==> config.mk <==
export PLATFORM = sky130hd
export DESIGN_NAME = ssca_core
export DESIGN_NICKNAME = d
export VERILOG_FILES = /design/src/hw/ssca_pkg.sv /design/src/hw/ssca_core.sv
export SDC_FILE = /design/constraint.sdc
export NUM_CORES = 2
export LEC_CHECK = 0
export BUFFER_PORTS_ARGS = -buffer_cell sky130_fd_sc_hd__buf_2
export CAP_MARGIN = 15
export CORE_AREA = 2 2 342 344
export CTS_BUF_LIST = sky130_fd_sc_hd__clkbuf_8 sky130_fd_sc_hd__clkbuf_16
export CTS_CLUSTER_DIAMETER = 60
export DETAILED_ROUTE_END_ITERATION = 12
export DIE_AREA = 0 0 344 346
export GPL_TIMING_DRIVEN = 0
export PLACE_DENSITY = 0.57
export SYNTH_ARGS = -nofsm -noshare
export SYNTH_HDL_FRONTEND = slang
export SYNTH_SLANG_ARGS = --single-unit
==> constraint.sdc <==
create_clock -name i_ref_clk -period 8.8 [get_ports i_ref_clk]
set_input_delay 1.32 -clock i_ref_clk [delete_from_list [all_inputs] [get_ports i_ref_clk]]
set_output_delay 1.32 -clock i_ref_clk [all_outputs]
set_load 0.05 [all_outputs]
==> src/hw/ssca_pkg.sv <==
package ssca_pkg;
   // ***********************************************************
   // sizes
   // ***********************************************************
   localparam int STORE_DEPTH = 72;
   localparam int NSEG        = 5;
   localparam int SLOPE_FRAC  = 10;

   // ***********************************************************
   // coefficient store map
   // ***********************************************************
   localparam logic [6:0] GAP_ADDR    = 7'h00;
   localparam logic [6:0] ALM_LO_LIM  = 7'h1B;
   localparam logic [6:0] ALM_LO_OUT  = 7'h1C;
   localparam logic [6:0] ALM_HI_LIM  = 7'h1D;
   localparam logic [6:0] ALM_HI_OUT  = 7'h1E;
   localparam logic [6:0] CTRL_ADDR   = 7'h1F;
   localparam logic [6:0] STEER_LVL1  = 7'h20;
   localparam logic [6:0] STEER_LVL2  = 7'h21;
   localparam logic [6:0] STEER_LVL3  = 7'h22;
   localparam logic [6:0] SEG_BASE    = 7'h24;
   localparam int         SEG_STRIDE  = 6;
   localparam logic [6:0] SEG_BP_HI   = 7'h00;
   localparam logic [6:0] SEG_BP_LO   = 7'h01;
   localparam logic [6:0] SEG_SL_HI   = 7'h02;
   localparam logic [6:0] SEG_SL_LO   = 7'h03;
   localparam logic [6:0] SEG_OR_HI   = 7'h04;
   localparam logic [6:0] SEG_OR_LO   = 7'h05;
   localparam int         CTRL_STEER_BIT = 0;
   localparam logic [7:0] STORE_RST   = 8'h00;

   // ***********************************************************
   // working memory map
   // ***********************************************************
   localparam logic [6:0] RAM_TEMP_HI = 7'h00;
   localparam logic [6:0] RAM_TEMP_LO = 7'h01;
   localparam logic [6:0] RAM_GAIN_HI = 7'h02;
   localparam logic [6:0] RAM_GAIN_LO = 7'h03;
   localparam logic [6:0] RAM_OUT_HI  = 7'h04;
   localparam logic [6:0] RAM_OUT_LO  = 7'h05;

   // ***********************************************************
   // gap count codes
   // ***********************************************************
   localparam logic [3:0] SGAP_FIXED = 4'hF;
   localparam logic [3:0] SGAP_1     = 4'hE;
   localparam logic [3:0] SGAP_2     = 4'hC;
   localparam logic [3:0] SGAP_3     = 4'hA;
   localparam logic [3:0] SGAP_4     = 4'h8;
   localparam logic [3:0] SGAP_5     = 4'h6;
   localparam logic [3:0] TGAP_FIXED = 4'h0;
   localparam logic [3:0] TGAP_2     = 4'h5;
   localparam logic [3:0] TGAP_3     = 4'h8;
   localparam logic [3:0] TGAP_4     = 4'hB;

   // ***********************************************************
   // source select codes
   // ***********************************************************
   localparam logic [3:0] SRC_GAIN   = 4'h0;
   localparam logic [3:0] SRC_TEMP   = 4'h2;
   localparam logic [3:0] SRC_SUPPLY = 4'h3;
   localparam logic [3:0] SRC_IO1    = 4'h4;
   localparam logic [3:0] SRC_IO2    = 4'h5;
   localparam logic [3:0] SRC_AUX    = 4'h6;

   typedef struct packed {
      logic       valid;
      logic       write;
      logic       ram;
      logic [6:0] addr;
      logic [7:0] wdata;
   } ssca_cmd_type;
endpackage

==> src/hw/ssca_core.sv <==
`timescale 1ns/1ps
// What this block does
// - digital output: (signal - breakpoint) * slope + ordinate
// - slope is 12-bit fixed point: sign, unity bit, ten fraction bits
// - breakpoint is 10-bit unsigned, stored high byte then low byte
// - gap count byte: signal code upper nibble, temperature code lower
// - signal codes F fixed, E one, C two, A three, 8 four, 6 five
// - temperature codes 0 fixed, 5 two, 8 three, B four gaps
// - one byte store holds the signal coefficients; temperature code only sets a gap count
// - active alarm forces programmed level when source passes a limit
// - alarm bytes: low limit, low level, high limit, high level, control
// - alarm bytes compare with upper eight bits of ten-bit measure
// - all five alarm bytes zero means alarm disabled
// - source select is the upper nibble of store byte 31
// - source codes: 2 temp, 6 aux, 0 gain, 3 supply, 4/5 io lines
// - steering drives both io lines from source against three levels
// - steering uses control byte then three transition level bytes
// - alarm and steering never active together
// - byte commands read/write store and read working memory
module ssca_core
(
   input  wire logic                  i_ref_clk,
   input  wire logic                  i_rst,
   input  wire logic                  i_digital_mode,
   input  wire ssca_pkg::ssca_cmd_type i_cmd,
   input  wire logic [9:0]            i_gain_stage_output,
   input  wire logic [9:0]            i_temperature_measure,
   input  wire logic [9:0]            i_aux_analog_input,
   input  wire logic [9:0]            i_supply_monitor_output,
   input  wire logic                  i_first_io_line,
   input  wire logic                  i_second_io_line,
   output logic                       o_first_io_line,
   output logic                       o_first_io_line_oe,
   output logic                       o_second_io_line,
   output logic                       o_second_io_line_oe,
   output logic [9:0]                 o_signal_out,
   output logic                       o_alarm_active,
   output logic [2:0]                 o_signal_gap_count,
   output logic [2:0]                 o_temp_gap_count,
   output logic                       o_rsp_valid,
   output logic [7:0]                 o_rsp_data
);
   // ***********************************************************
   // coefficient store and command port
   // ***********************************************************
   logic [7:0] store_q [ssca_pkg::STORE_DEPTH];
   logic       in_store;
   logic [7:0] ram_byte;
   logic [7:0] rsp_d;
   logic [9:0] corr_q;

   assign in_store = 32'(i_cmd.addr) < ssca_pkg::STORE_DEPTH;

   always_ff @(posedge i_ref_clk)
   begin
      if (i_rst)
      begin
         for (int i = 0; i < ssca_pkg::STORE_DEPTH; i++)
            store_q[i] <= ssca_pkg::STORE_RST;
      end
      else if (i_cmd.valid && i_cmd.write && !i_cmd.ram && in_store)
         store_q[i_cmd.addr] <= i_cmd.wdata;
   end

   // working memory: 10-bit values left justified in two bytes
   assign ram_byte =
      (i_cmd.addr == ssca_pkg::RAM_TEMP_HI) ? i_temperature_measure[9:2] :
      (i_cmd.addr == ssca_pkg::RAM_TEMP_LO) ?
         {i_temperature_measure[1:0], 6'h00} :
      (i_cmd.addr == ssca_pkg::RAM_GAIN_HI) ? i_gain_stage_output[9:2] :
      (i_cmd.addr == ssca_pkg::RAM_GAIN_LO) ?
         {i_gain_stage_output[1:0], 6'h00} :
      (i_cmd.addr == ssca_pkg::RAM_OUT_HI)  ? corr_q[9:2] :
      (i_cmd.addr == ssca_pkg::RAM_OUT_LO)  ? {corr_q[1:0], 6'h00} :
      8'h00;
   assign rsp_d = i_cmd.ram ? ram_byte :
                  in_store  ? store_q[i_cmd.addr] : 8'h00;

   always_ff @(posedge i_ref_clk)
   begin
      if (i_rst)
      begin
         o_rsp_valid <= 1'b0;
         o_rsp_data  <= 8'h00;
      end
      else
      begin
         o_rsp_valid <= i_cmd.valid && !i_cmd.write;
         o_rsp_data  <= rsp_d;
      end
   end

   // ***********************************************************
   // gap count decode
   // ***********************************************************
   logic [3:0] sig_code;
   logic [3:0] tmp_code;
   logic [2:0] sig_cnt;
   logic [2:0] tmp_cnt;

   assign sig_code = store_q[ssca_pkg::GAP_ADDR][7:4];
   assign tmp_code = store_q[ssca_pkg::GAP_ADDR][3:0];
   // an unknown code falls back to fixed so no stale slope applies
   assign sig_cnt = (sig_code == ssca_pkg::SGAP_1) ? 3'h1 :
                    (sig_code == ssca_pkg::SGAP_2) ? 3'h2 :
                    (sig_code == ssca_pkg::SGAP_3) ? 3'h3 :
                    (sig_code == ssca_pkg::SGAP_4) ? 3'h4 :
                    (sig_code == ssca_pkg::SGAP_5) ? 3'h5 :
                    3'h0;
   assign tmp_cnt = (tmp_code == ssca_pkg::TGAP_2) ? 3'h2 :
                    (tmp_code == ssca_pkg::TGAP_3) ? 3'h3 :
                    (tmp_code == ssca_pkg::TGAP_4) ? 3'h4 :
                    3'h1;

   // ***********************************************************
   // segment table
   // ***********************************************************
   logic [9:0]  seg_bp    [ssca_pkg::NSEG];
   logic [11:0] seg_slope [ssca_pkg::NSEG];
   logic [9:0]  seg_ord   [ssca_pkg::NSEG];
   logic [4:0]  seg_ok;
   logic [2:0]  seg_sel;

   for (genvar g = 0; g < ssca_pkg::NSEG; g++)
   begin : g_seg
      localparam logic [6:0] B =
         ssca_pkg::SEG_BASE + 7'(g * ssca_pkg::SEG_STRIDE);
      assign seg_bp[g] = {store_q[B + ssca_pkg::SEG_BP_HI][1:0],
                          store_q[B + ssca_pkg::SEG_BP_LO]};
      assign seg_slope[g] = {store_q[B + ssca_pkg::SEG_SL_HI][3:0],
                             store_q[B + ssca_pkg::SEG_SL_LO]};
      assign seg_ord[g] = {store_q[B + ssca_pkg::SEG_OR_HI][1:0],
                           store_q[B + ssca_pkg::SEG_OR_LO]};
      // the first segment is the floor, whatever its breakpoint
      assign seg_ok[g] = (g == 0) || ((3'(g) < sig_cnt) &&
                         (seg_bp[g] <= i_gain_stage_output));
   end

   function automatic logic [2:0] top_seg(input logic [4:0] ok);
      logic [2:0] r;
      r = 3'h0;
      for (int i = 0; i < ssca_pkg::NSEG; i++)
         if (ok[i])
            r = 3'(i);
      return r;
   endfunction

   assign seg_sel = top_seg(seg_ok);

   // ***********************************************************
   // correction pipeline
   // ***********************************************************
   logic signed [10:0] diff_q;
   logic signed [11:0] slope_q;
   logic [9:0]         ord_q;
   logic [9:0]         meas_q;
   logic               bypass_q;
   logic [2:0]         sel_q;
   logic signed [22:0] prod;
   logic signed [13:0] sum;
   logic [9:0]         corr_d;

   always_ff @(posedge i_ref_clk)
   begin
      if (i_rst)
      begin
         diff_q   <= 11'sh000;
         slope_q  <= 12'sh000;
         ord_q    <= 10'h000;
         meas_q   <= 10'h000;
         bypass_q <= 1'b1;
         sel_q    <= 3'h0;
      end
      else
      begin
         diff_q   <= $signed({1'b0, i_gain_stage_output}) -
                     $signed({1'b0, seg_bp[seg_sel]});
         slope_q  <= $signed(seg_slope[seg_sel]);
         ord_q    <= seg_ord[seg_sel];
         meas_q   <= i_gain_stage_output;
         bypass_q <= !i_digital_mode || (sig_cnt == 3'h0);
         sel_q    <= seg_sel;
      end
   end

   // full-width product; truncation toward minus infinity is accepted
   assign prod = diff_q * slope_q;
   assign sum  = 14'($signed(prod[22:ssca_pkg::SLOPE_FRAC])) +
                 $signed({4'h0, ord_q});
   assign corr_d = bypass_q     ? meas_q :
                   sum[13]      ? 10'h000 :
                   (|sum[12:10]) ? 10'h3FF : sum[9:0];

   always_ff @(posedge i_ref_clk)
   begin
      if (i_rst)
         corr_q <= 10'h000;
      else
         corr_q <= corr_d;
   end

   // ***********************************************************
   // source select, alarm and level steering
   // ***********************************************************
   logic [1:0] io1_sync_q;
   logic [1:0] io2_sync_q;
   logic [7:0] ctrl;
   logic [9:0] src;
   logic [7:0] src8;
   logic       steer;
   logic       alm_en;
   logic       alm_low;
   logic       alm_high;
   logic [1:0] lvl_cnt;
   logic [9:0] out_d;

   always_ff @(posedge i_ref_clk)
   begin
      if (i_rst)
      begin
         io1_sync_q <= 2'h0;
         io2_sync_q <= 2'h0;
      end
      else
      begin
         io1_sync_q <= {io1_sync_q[0], i_first_io_line};
         io2_sync_q <= {io2_sync_q[0], i_second_io_line};
      end
   end

   assign ctrl = store_q[ssca_pkg::CTRL_ADDR];
   assign src =
      (ctrl[7:4] == ssca_pkg::SRC_TEMP)   ? i_temperature_measure :
      (ctrl[7:4] == ssca_pkg::SRC_AUX)    ? i_aux_analog_input :
      (ctrl[7:4] == ssca_pkg::SRC_SUPPLY) ? i_supply_monitor_output :
      (ctrl[7:4] == ssca_pkg::SRC_IO1)    ? {10{io1_sync_q[1]}} :
      (ctrl[7:4] == ssca_pkg::SRC_IO2)    ? {10{io2_sync_q[1]}} :
      i_gain_stage_output;
   assign src8  = src[9:2];
   // steering wins: the shared bytes cannot mean both at once
   assign steer = ctrl[ssca_pkg::CTRL_STEER_BIT];
   assign alm_en = !steer && |{store_q[ssca_pkg::ALM_LO_LIM],
                               store_q[ssca_pkg::ALM_LO_OUT],
                               store_q[ssca_pkg::ALM_HI_LIM],
                               store_q[ssca_pkg::ALM_HI_OUT],
                               ctrl};
   assign alm_low  = alm_en &&
                     (src8 < store_q[ssca_pkg::ALM_LO_LIM]);
   assign alm_high = alm_en && !alm_low &&
                     (src8 > store_q[ssca_pkg::ALM_HI_LIM]);
   assign out_d = alm_low  ? {store_q[ssca_pkg::ALM_LO_OUT], 2'h0} :
                  alm_high ? {store_q[ssca_pkg::ALM_HI_OUT], 2'h0} :
                  corr_q;
   assign lvl_cnt =
      2'(src8 >= store_q[ssca_pkg::STEER_LVL1]) +
      2'(src8 >= store_q[ssca_pkg::STEER_LVL2]) +
      2'(src8 >= store_q[ssca_pkg::STEER_LVL3]);

   always_ff @(posedge i_ref_clk)
   begin
      if (i_rst)
      begin
         o_signal_out        <= 10'h000;
         o_alarm_active      <= 1'b0;
         o_first_io_line     <= 1'b0;
         o_second_io_line    <= 1'b0;
         o_first_io_line_oe  <= 1'b0;
         o_second_io_line_oe <= 1'b0;
         o_signal_gap_count  <= 3'h0;
         o_temp_gap_count    <= 3'h1;
      end
      else
      begin
         o_signal_out        <= out_d;
         o_alarm_active      <= alm_low || alm_high;
         o_first_io_line     <= steer && lvl_cnt[0];
         o_second_io_line    <= steer && lvl_cnt[1];
         o_first_io_line_oe  <= steer;
         o_second_io_line_oe <= steer;
         o_signal_gap_count  <= sig_cnt;
         o_temp_gap_count    <= tmp_cnt;
      end
   end
endmodule

---- Word level (Yosys, flattened, before mapping) ----
Memory sizes are Yosys's and may differ from the RTL's.
Cells that the tools add are included.
word-level totals
  bits in writable memories ............... 576
  logic and storage cells ................. 134
  memories kept ........................... 1
  flip-flop bits (word level) ............. 87
memories
  memory   depth  width  rd ports  clocked after memory_dff  wr ports  line             source
  store_q  72     8      40        0                         72        ssca_core.sv:46  logic [7:0] store_q [ssca_pkg::STORE_DEPTH];
cells by class
  bitwise operators ....................... 1
  add/sub/neg operators ................... 4
  muxes and demuxes ....................... 47
  multiply operators ...................... 1
  equal/unequal tests ..................... 18
  reductions and logical operators ........ 28
  magnitude comparators ................... 15
operator list
  kind                                                                   number
  10-bit 2-to-1 mux                                                      14
  8-bit 2-to-1 mux                                                       9
  10-bit binary-select mux with 3-bit select                             2
  10-bit <= comparator                                                   4
  40-bit OR reduction                                                    1
  12-bit binary-select mux with 3-bit select                             1
  3-bit 2-to-1 mux                                                       9
  4-bit equality test, second input constant                             6
  8-bit >= comparator                                                    3
  12-bit 2-to-1 mux                                                      2
  11-bit by 12-bit multiplier with 23-bit output                         1
  4-bit by 3-bit equality test with 1-bit output, second input constant  5
  13-bit by 11-bit adder with 14-bit output                              1
  7-bit by 2-bit equality test with 1-bit output, second input constant  2
  7-bit by 3-bit equality test with 1-bit output, second input constant  2
  1-bit logical AND                                                      14
  10-bit by 10-bit subtractor with 11-bit output                         1
  3-bit OR reduction                                                     3
  4-bit by 2-bit equality test with 1-bit output, second input constant  2
  8-bit > comparator                                                     1
  8-bit less-than comparator                                             1
  8-bit OR reduction                                                     1
  7-bit by 1-bit equality test with 1-bit output, second input constant  1
  7-bit zero test                                                        1
  14 further kinds                                                       27

---- Depth between registers and ports, before layout ----
An unclocked memory read counts as a cell.
  word-level depth ........................ 18
  gate-level depth with buffers ........... 31
  depth with buffers taken out ............ 30

---- Worst setup path before layout ----
Ideal clock, no wire load.
  kind .................................... reg-to-reg
  start ................................... register diff_q[2]
  end ..................................... register corr_q[4]
  arrival time ............................ 6560 ps
  cell stages (with the launch flop) ...... 29
  path slack .............................. 2169 ps
  library setup time ...................... 71 ps
  required time ........................... 8729 ps
  clock period less this slack ............ 6631 ps
  path through ............................ dfxtp_1 clkbuf_1 nand2_1 fa_1 fa_1 inv_1 fa_1 fa_1 inv_1 fa_1 inv_1 ha_1 a21oi_1 a32oi_1 a21oi_1 o21ai_0 a21oi_1 o21bai_1 a21oi_1 xnor2_1 ha_1 and3_1 a31oi_1 nand2b_1 o21ai_0 or4b_1 o21ai_1 o21ai_0 a21oi_1
on the way
  word-level cells in the longest chain between the ends .. 6
RTL lines
  element                                           line              source
  from (decl)                                       ssca_core.sv:153  logic signed [10:0] diff_q;
  from (signal assigned)                            ssca_core.sv:176  diff_q <= $signed({1'b0, i_gain_stage_output}) -
  11-bit by 12-bit multiplier with 23-bit output *  ssca_core.sv:187  assign prod = diff_q * slope_q;
  13-bit by 11-bit adder with 14-bit output *       ssca_core.sv:188  assign sum = 14'($signed(prod[22:ssca_pkg::SLOPE_FRAC])) +
  3-bit OR reduction                                ssca_core.sv:192  (|sum[12:10]) ? 10'h3FF : sum[9:0];
  10-bit 2-to-1 mux                                 ssca_core.sv:192
  10-bit 2-to-1 mux *                               ssca_core.sv:191  sum[13] ? 10'h000 :
  10-bit 2-to-1 mux *                               ssca_core.sv:190  assign corr_d = bypass_q ? meas_q :
  to (signal assigned)                              ssca_core.sv:199  corr_q <= corr_d;
  to (decl)                                         ssca_core.sv:50   logic [9:0] corr_q;
Every way passes the cells marked *; elsewhere a longest branch is shown, timed or not.
A chain may end at the register's enable or synchronous reset.

---- Worst setup path after layout ----
  start ................................... register diff_q[3]
  end ..................................... register corr_q[2]
The elaborated chain is that of the path after synthesis.

==> impl_metrics.csv <==
group,metric,value,unit
power,vdd.ir_drop.worst,0.000175,V
die,core,0.115,mm²
die,die_area,0.119,mm²
drt,drtIter0Drc,3704,
global_routing,grt_antenna_before_repair,13,
die,ioPinCount,93,
timing,fin_setup_tns,0,ns
synth,synth.top_cell.area_share,50.4,%
finish,final_nets,4112,
synth,ys.flop_type,"edfxtp_1",
place,place.detailed.instances,5189,
cts,post-cts-setup-buffers,0,
timing,min_period,8.03,ns
global_routing,grt_util_all_layers,24.9,%
global_routing,grt_pass1_wl,211000,µm
drt,detail_route.wirelength,149000,µm
global_routing,globalRoute.totalOverflow,0,
setup_path,start_kind,"flop",
die,die_x,344,µm
cts,clock_tree.buffer_depth,3,
synth,synthDominantAreaCellType,"edfxtp_1",
cts,clock_latency,0.71,ns
cts,numCtsBuffers,102,
drt,drt_first_pass_iters,5,
run,cap_violations,0,
place,dpl_worst_slack,0.712,ns
synth,postSynth.asyncResetShare,0,%
cts,tritoncts_num_sinks,855,
setup_path,cpMostUsedCell,"fa_1",
cts,tritoncts_clock_tree,"yes",
setup_path,crit_path_max_fanout,10,
setup_path,timing.critical_path.slowest_stage_cell,"fa_1",
power,power.leakage,19.9,nW
place,count_of_input_and_output_buffers,83,
cts,cts_hold_repair.buffers,0,
drt,dr_vias,29916,
cts,postCtsResizedCells,0,
timing,drv_slew,0,
power,power_density,232,mW/mm²
timing,timing_hold_violations_final,0,
place,gpl.final_weighted_congestion,1.01,
global_routing,grt_pass1_vias,29315,
synth,postSynthCellCount,3379,
place,placed_cell_area,0.0490,mm²
global_routing,grt_max_degree,26,
synth,post_synth_edffs,768,
synth,synth.avg_cell_area,13.5,µm²
drt,antenna_violating_nets_post_route,0,
run_status,run_status,"complete, no violations",
synth,synthDistinctLibCells,79,
timing,rsz0062_at_grt,"no",
finish,finalInstanceArea,0.0523,mm²
timing,fin_ws,0.770,ns
finish,finish.cell_count_without_fillers,5386,
synth,synth_warnings,0,
die,std_cell_rows,125,
setup_path,timing.critical_path.arrival,8.60,ns
synth,yosysSeqAreaShare,54.2,%
timing,slew_headroom,13.6,%
timing,clock-skew-final,0.0657,ns
setup_path,worstSetupEndpointType,"flop",
synth,synth.top_cells.by_area,"edfxtp_1 (50%), mux4_2 (12%), and2_1 (8.7%)",
cts,clk_root_buffer_cell,"clkbuf_16",
setup_path,path_class,"reg -> reg",
die,starting_density_of_the_core,39.7,%
hold_path,hold_path_class,"reg -> reg",
timing,final_layout_worst_hold_slack,0.420,ns
timing,finalSetupViolations,0,
synth,synth_area,0.0458,mm²
timing,fmaxAchievable,125,MHz
die,chipHeight,346,µm
drt,routed_via_density,5.55,
cts,clkTransAtPathRegs,0.06,ns
finish,drive_gt1_share,16.2,%
setup_path,cp_peak_stage_delay,0.51,ns
cts,htree_num_levels,3,
setup_path,worst_path_required_time,9.37,ns
timing,timing.final.crit_share,91.3,%
synth,ys_seq_elements,855,
drt,drc_errors,0,
place,detailed_place_hpwl,111000,µm
timing,timing_worst_slew_pin_value,1.29,ns
finish,area_growth,14.3,%
drt,avgRoutedWirePerCell,27.6,µm
==> sequential cells by signal (all words and copies together) (netlist names) <==
register	cells
o_first_io_line	1
ord_q	10
o_second_io_line	1
meas_q	10
io1_sync_q	2
o_signal_gap_count	3
o_rsp_valid	1
o_second_io_line_oe	1
bypass_q	1
o_alarm_active	1
store_q	768
o_temp_gap_count	3
slope_q	12
corr_q	10
o_rsp_data	8
io2_sync_q	2
diff_q	11
o_signal_out	10
==> synthesized netlist by cell type (6+ instances only) <==
cell type and n:
edfxtp_1 768, and2_1 633, mux4_2 246, inv_1 230, nor2_1 165, nand2_1 153, ha_1 148, clkbuf_1 140
fa_1 127, dfxtp_1 87, or2_2 74, a21oi_1 67, nand3_1 62, o21ai_0 55, nor3_1 36, nor2b_1 30
buf_1 26, buf_2 26, xnor2_1 25, a221oi_1 24, a21o_1 22, nand2b_1 19, a22oi_1 15, and3_1 12
nor4_1 12, nand4_1 11, o211ai_1 11, mux2i_1 10, o22ai_1 10, mux2_2 9, a221o_1 8, xor2_1 8
nand3b_1 7, o21ai_1 7, o221a_1 7, a22o_1 6, a31o_1 6, o21a_1 6
==> layout by cell type, fill, tap and decap left out, types with 10 or more instances in the layout <==
cell,instances
a21o_1,22
a21oi_1,67
a221oi_1,24
a22oi_1,15
and2_1,633
and3_1,12
buf_1,26
buf_2,109
buf_8,10
clkbuf_1,140
clkbuf_16,105
clkinv_1,19
clkinv_2,14
conb_1,192
dfxtp_1,87
edfxtp_1,768
fa_1,127
ha_1,148
inv_1,253
mux2i_1,10
mux4_2,246
nand2_1,153
nand2b_1,19
nand3_1,62
nand4_1,11
nor2_1,165
nor2b_1,30
nor3_1,36
nor4_1,12
o211ai_1,11
o21ai_0,54
o22ai_1,10
or2_2,74
xnor2_1,25
==> through the flow <==
stage               utilization [%]  power (mW)
detailed placement             42.4        8.11
CTS                            45.3        12.2
global placement               42.3        8.08
floorplan                         -        7.06
finish                         45.3        12.2
global route                   45.3        12.7
==> report_power, final <==
| group | switching [mW] | internal, mW |
|---|---|---|
| combinational | 1.95 | 1.26 |
| clock | 1.78 | 2.33 |
| sequential | 0.150 | 4.68 |
| total | 3.88 | 8.27 |
==> final timing paths <==
kind                            cells past startpoint                  from  slack [ns]              endpoint
worst max-delay path                               29  diff_q[3]$_SDFF_PP0_        0.77  corr_q[2]$_SDFF_PP0_
worst min-delay path                                2  meas_q[8]$_SDFF_PP0_        0.42  corr_q[8]$_SDFF_PP0_
worst max register to register                     29  diff_q[3]$_SDFF_PP0_        0.77  corr_q[2]$_SDFF_PP0_
worst min register to register                      2  meas_q[8]$_SDFF_PP0_        0.42  corr_q[8]$_SDFF_PP0_
==> routing by layer <==
| metal | track usage, % | vias to the layer above | wire length, µm | part of all wire (%) |
|---|---|---|---|---|
| met4 | 10.6 | 4 | 6850 | 4.6 |
| met5 | 0 | - | 29 | 0.020 |
| met1 | 34.1 | 15273 | 60500 | 41 |
| met3 | 5.35 | 301 | 14400 | 9.7 |
| met2 | 38.2 | 1512 | 66900 | 45 |
| li1 | - | 12826 | - | - |
==> layout make-up <==
class	instances	area, µm²
clock inverter	80	602
sequential	855	24800
fill	10460	63100
tap	1524	1910
antenna	3	7.51
inverter	232	871
multi-input combinational	2287	20000
buffer	196	783
clock buffer	109	2680
timing repair buffer	100	626
==> critical path: cells and delay by family, from the launching register on <==
| family | cells | cell delay, ns |
|---|---|---|
| and+or+nand+nor | 8 | 1.31 |
| DFF | 1 | 0.46 |
| xor gates and xnor gates | 1 | 0.16 |
| adders and majority gates | 7 | 3.23 |
| AOI/OAI and AO/OA | 9 | 2.17 |
| buffers and inverters | 4 | 0.61 |
==> cells by family after synthesis <==
logic type	synth area share, %
XOR/XNOR	0.631
AND/OR/NAND/NOR	14.9
other	0.00819
adder cells (fa/ha/maj)	9.60
buffers and inverters	3.61
flip-flops	54.2
multiplexers	12.6
AO/OA/AOI/OAI	4.42
(Power assumes the default switching activity.)
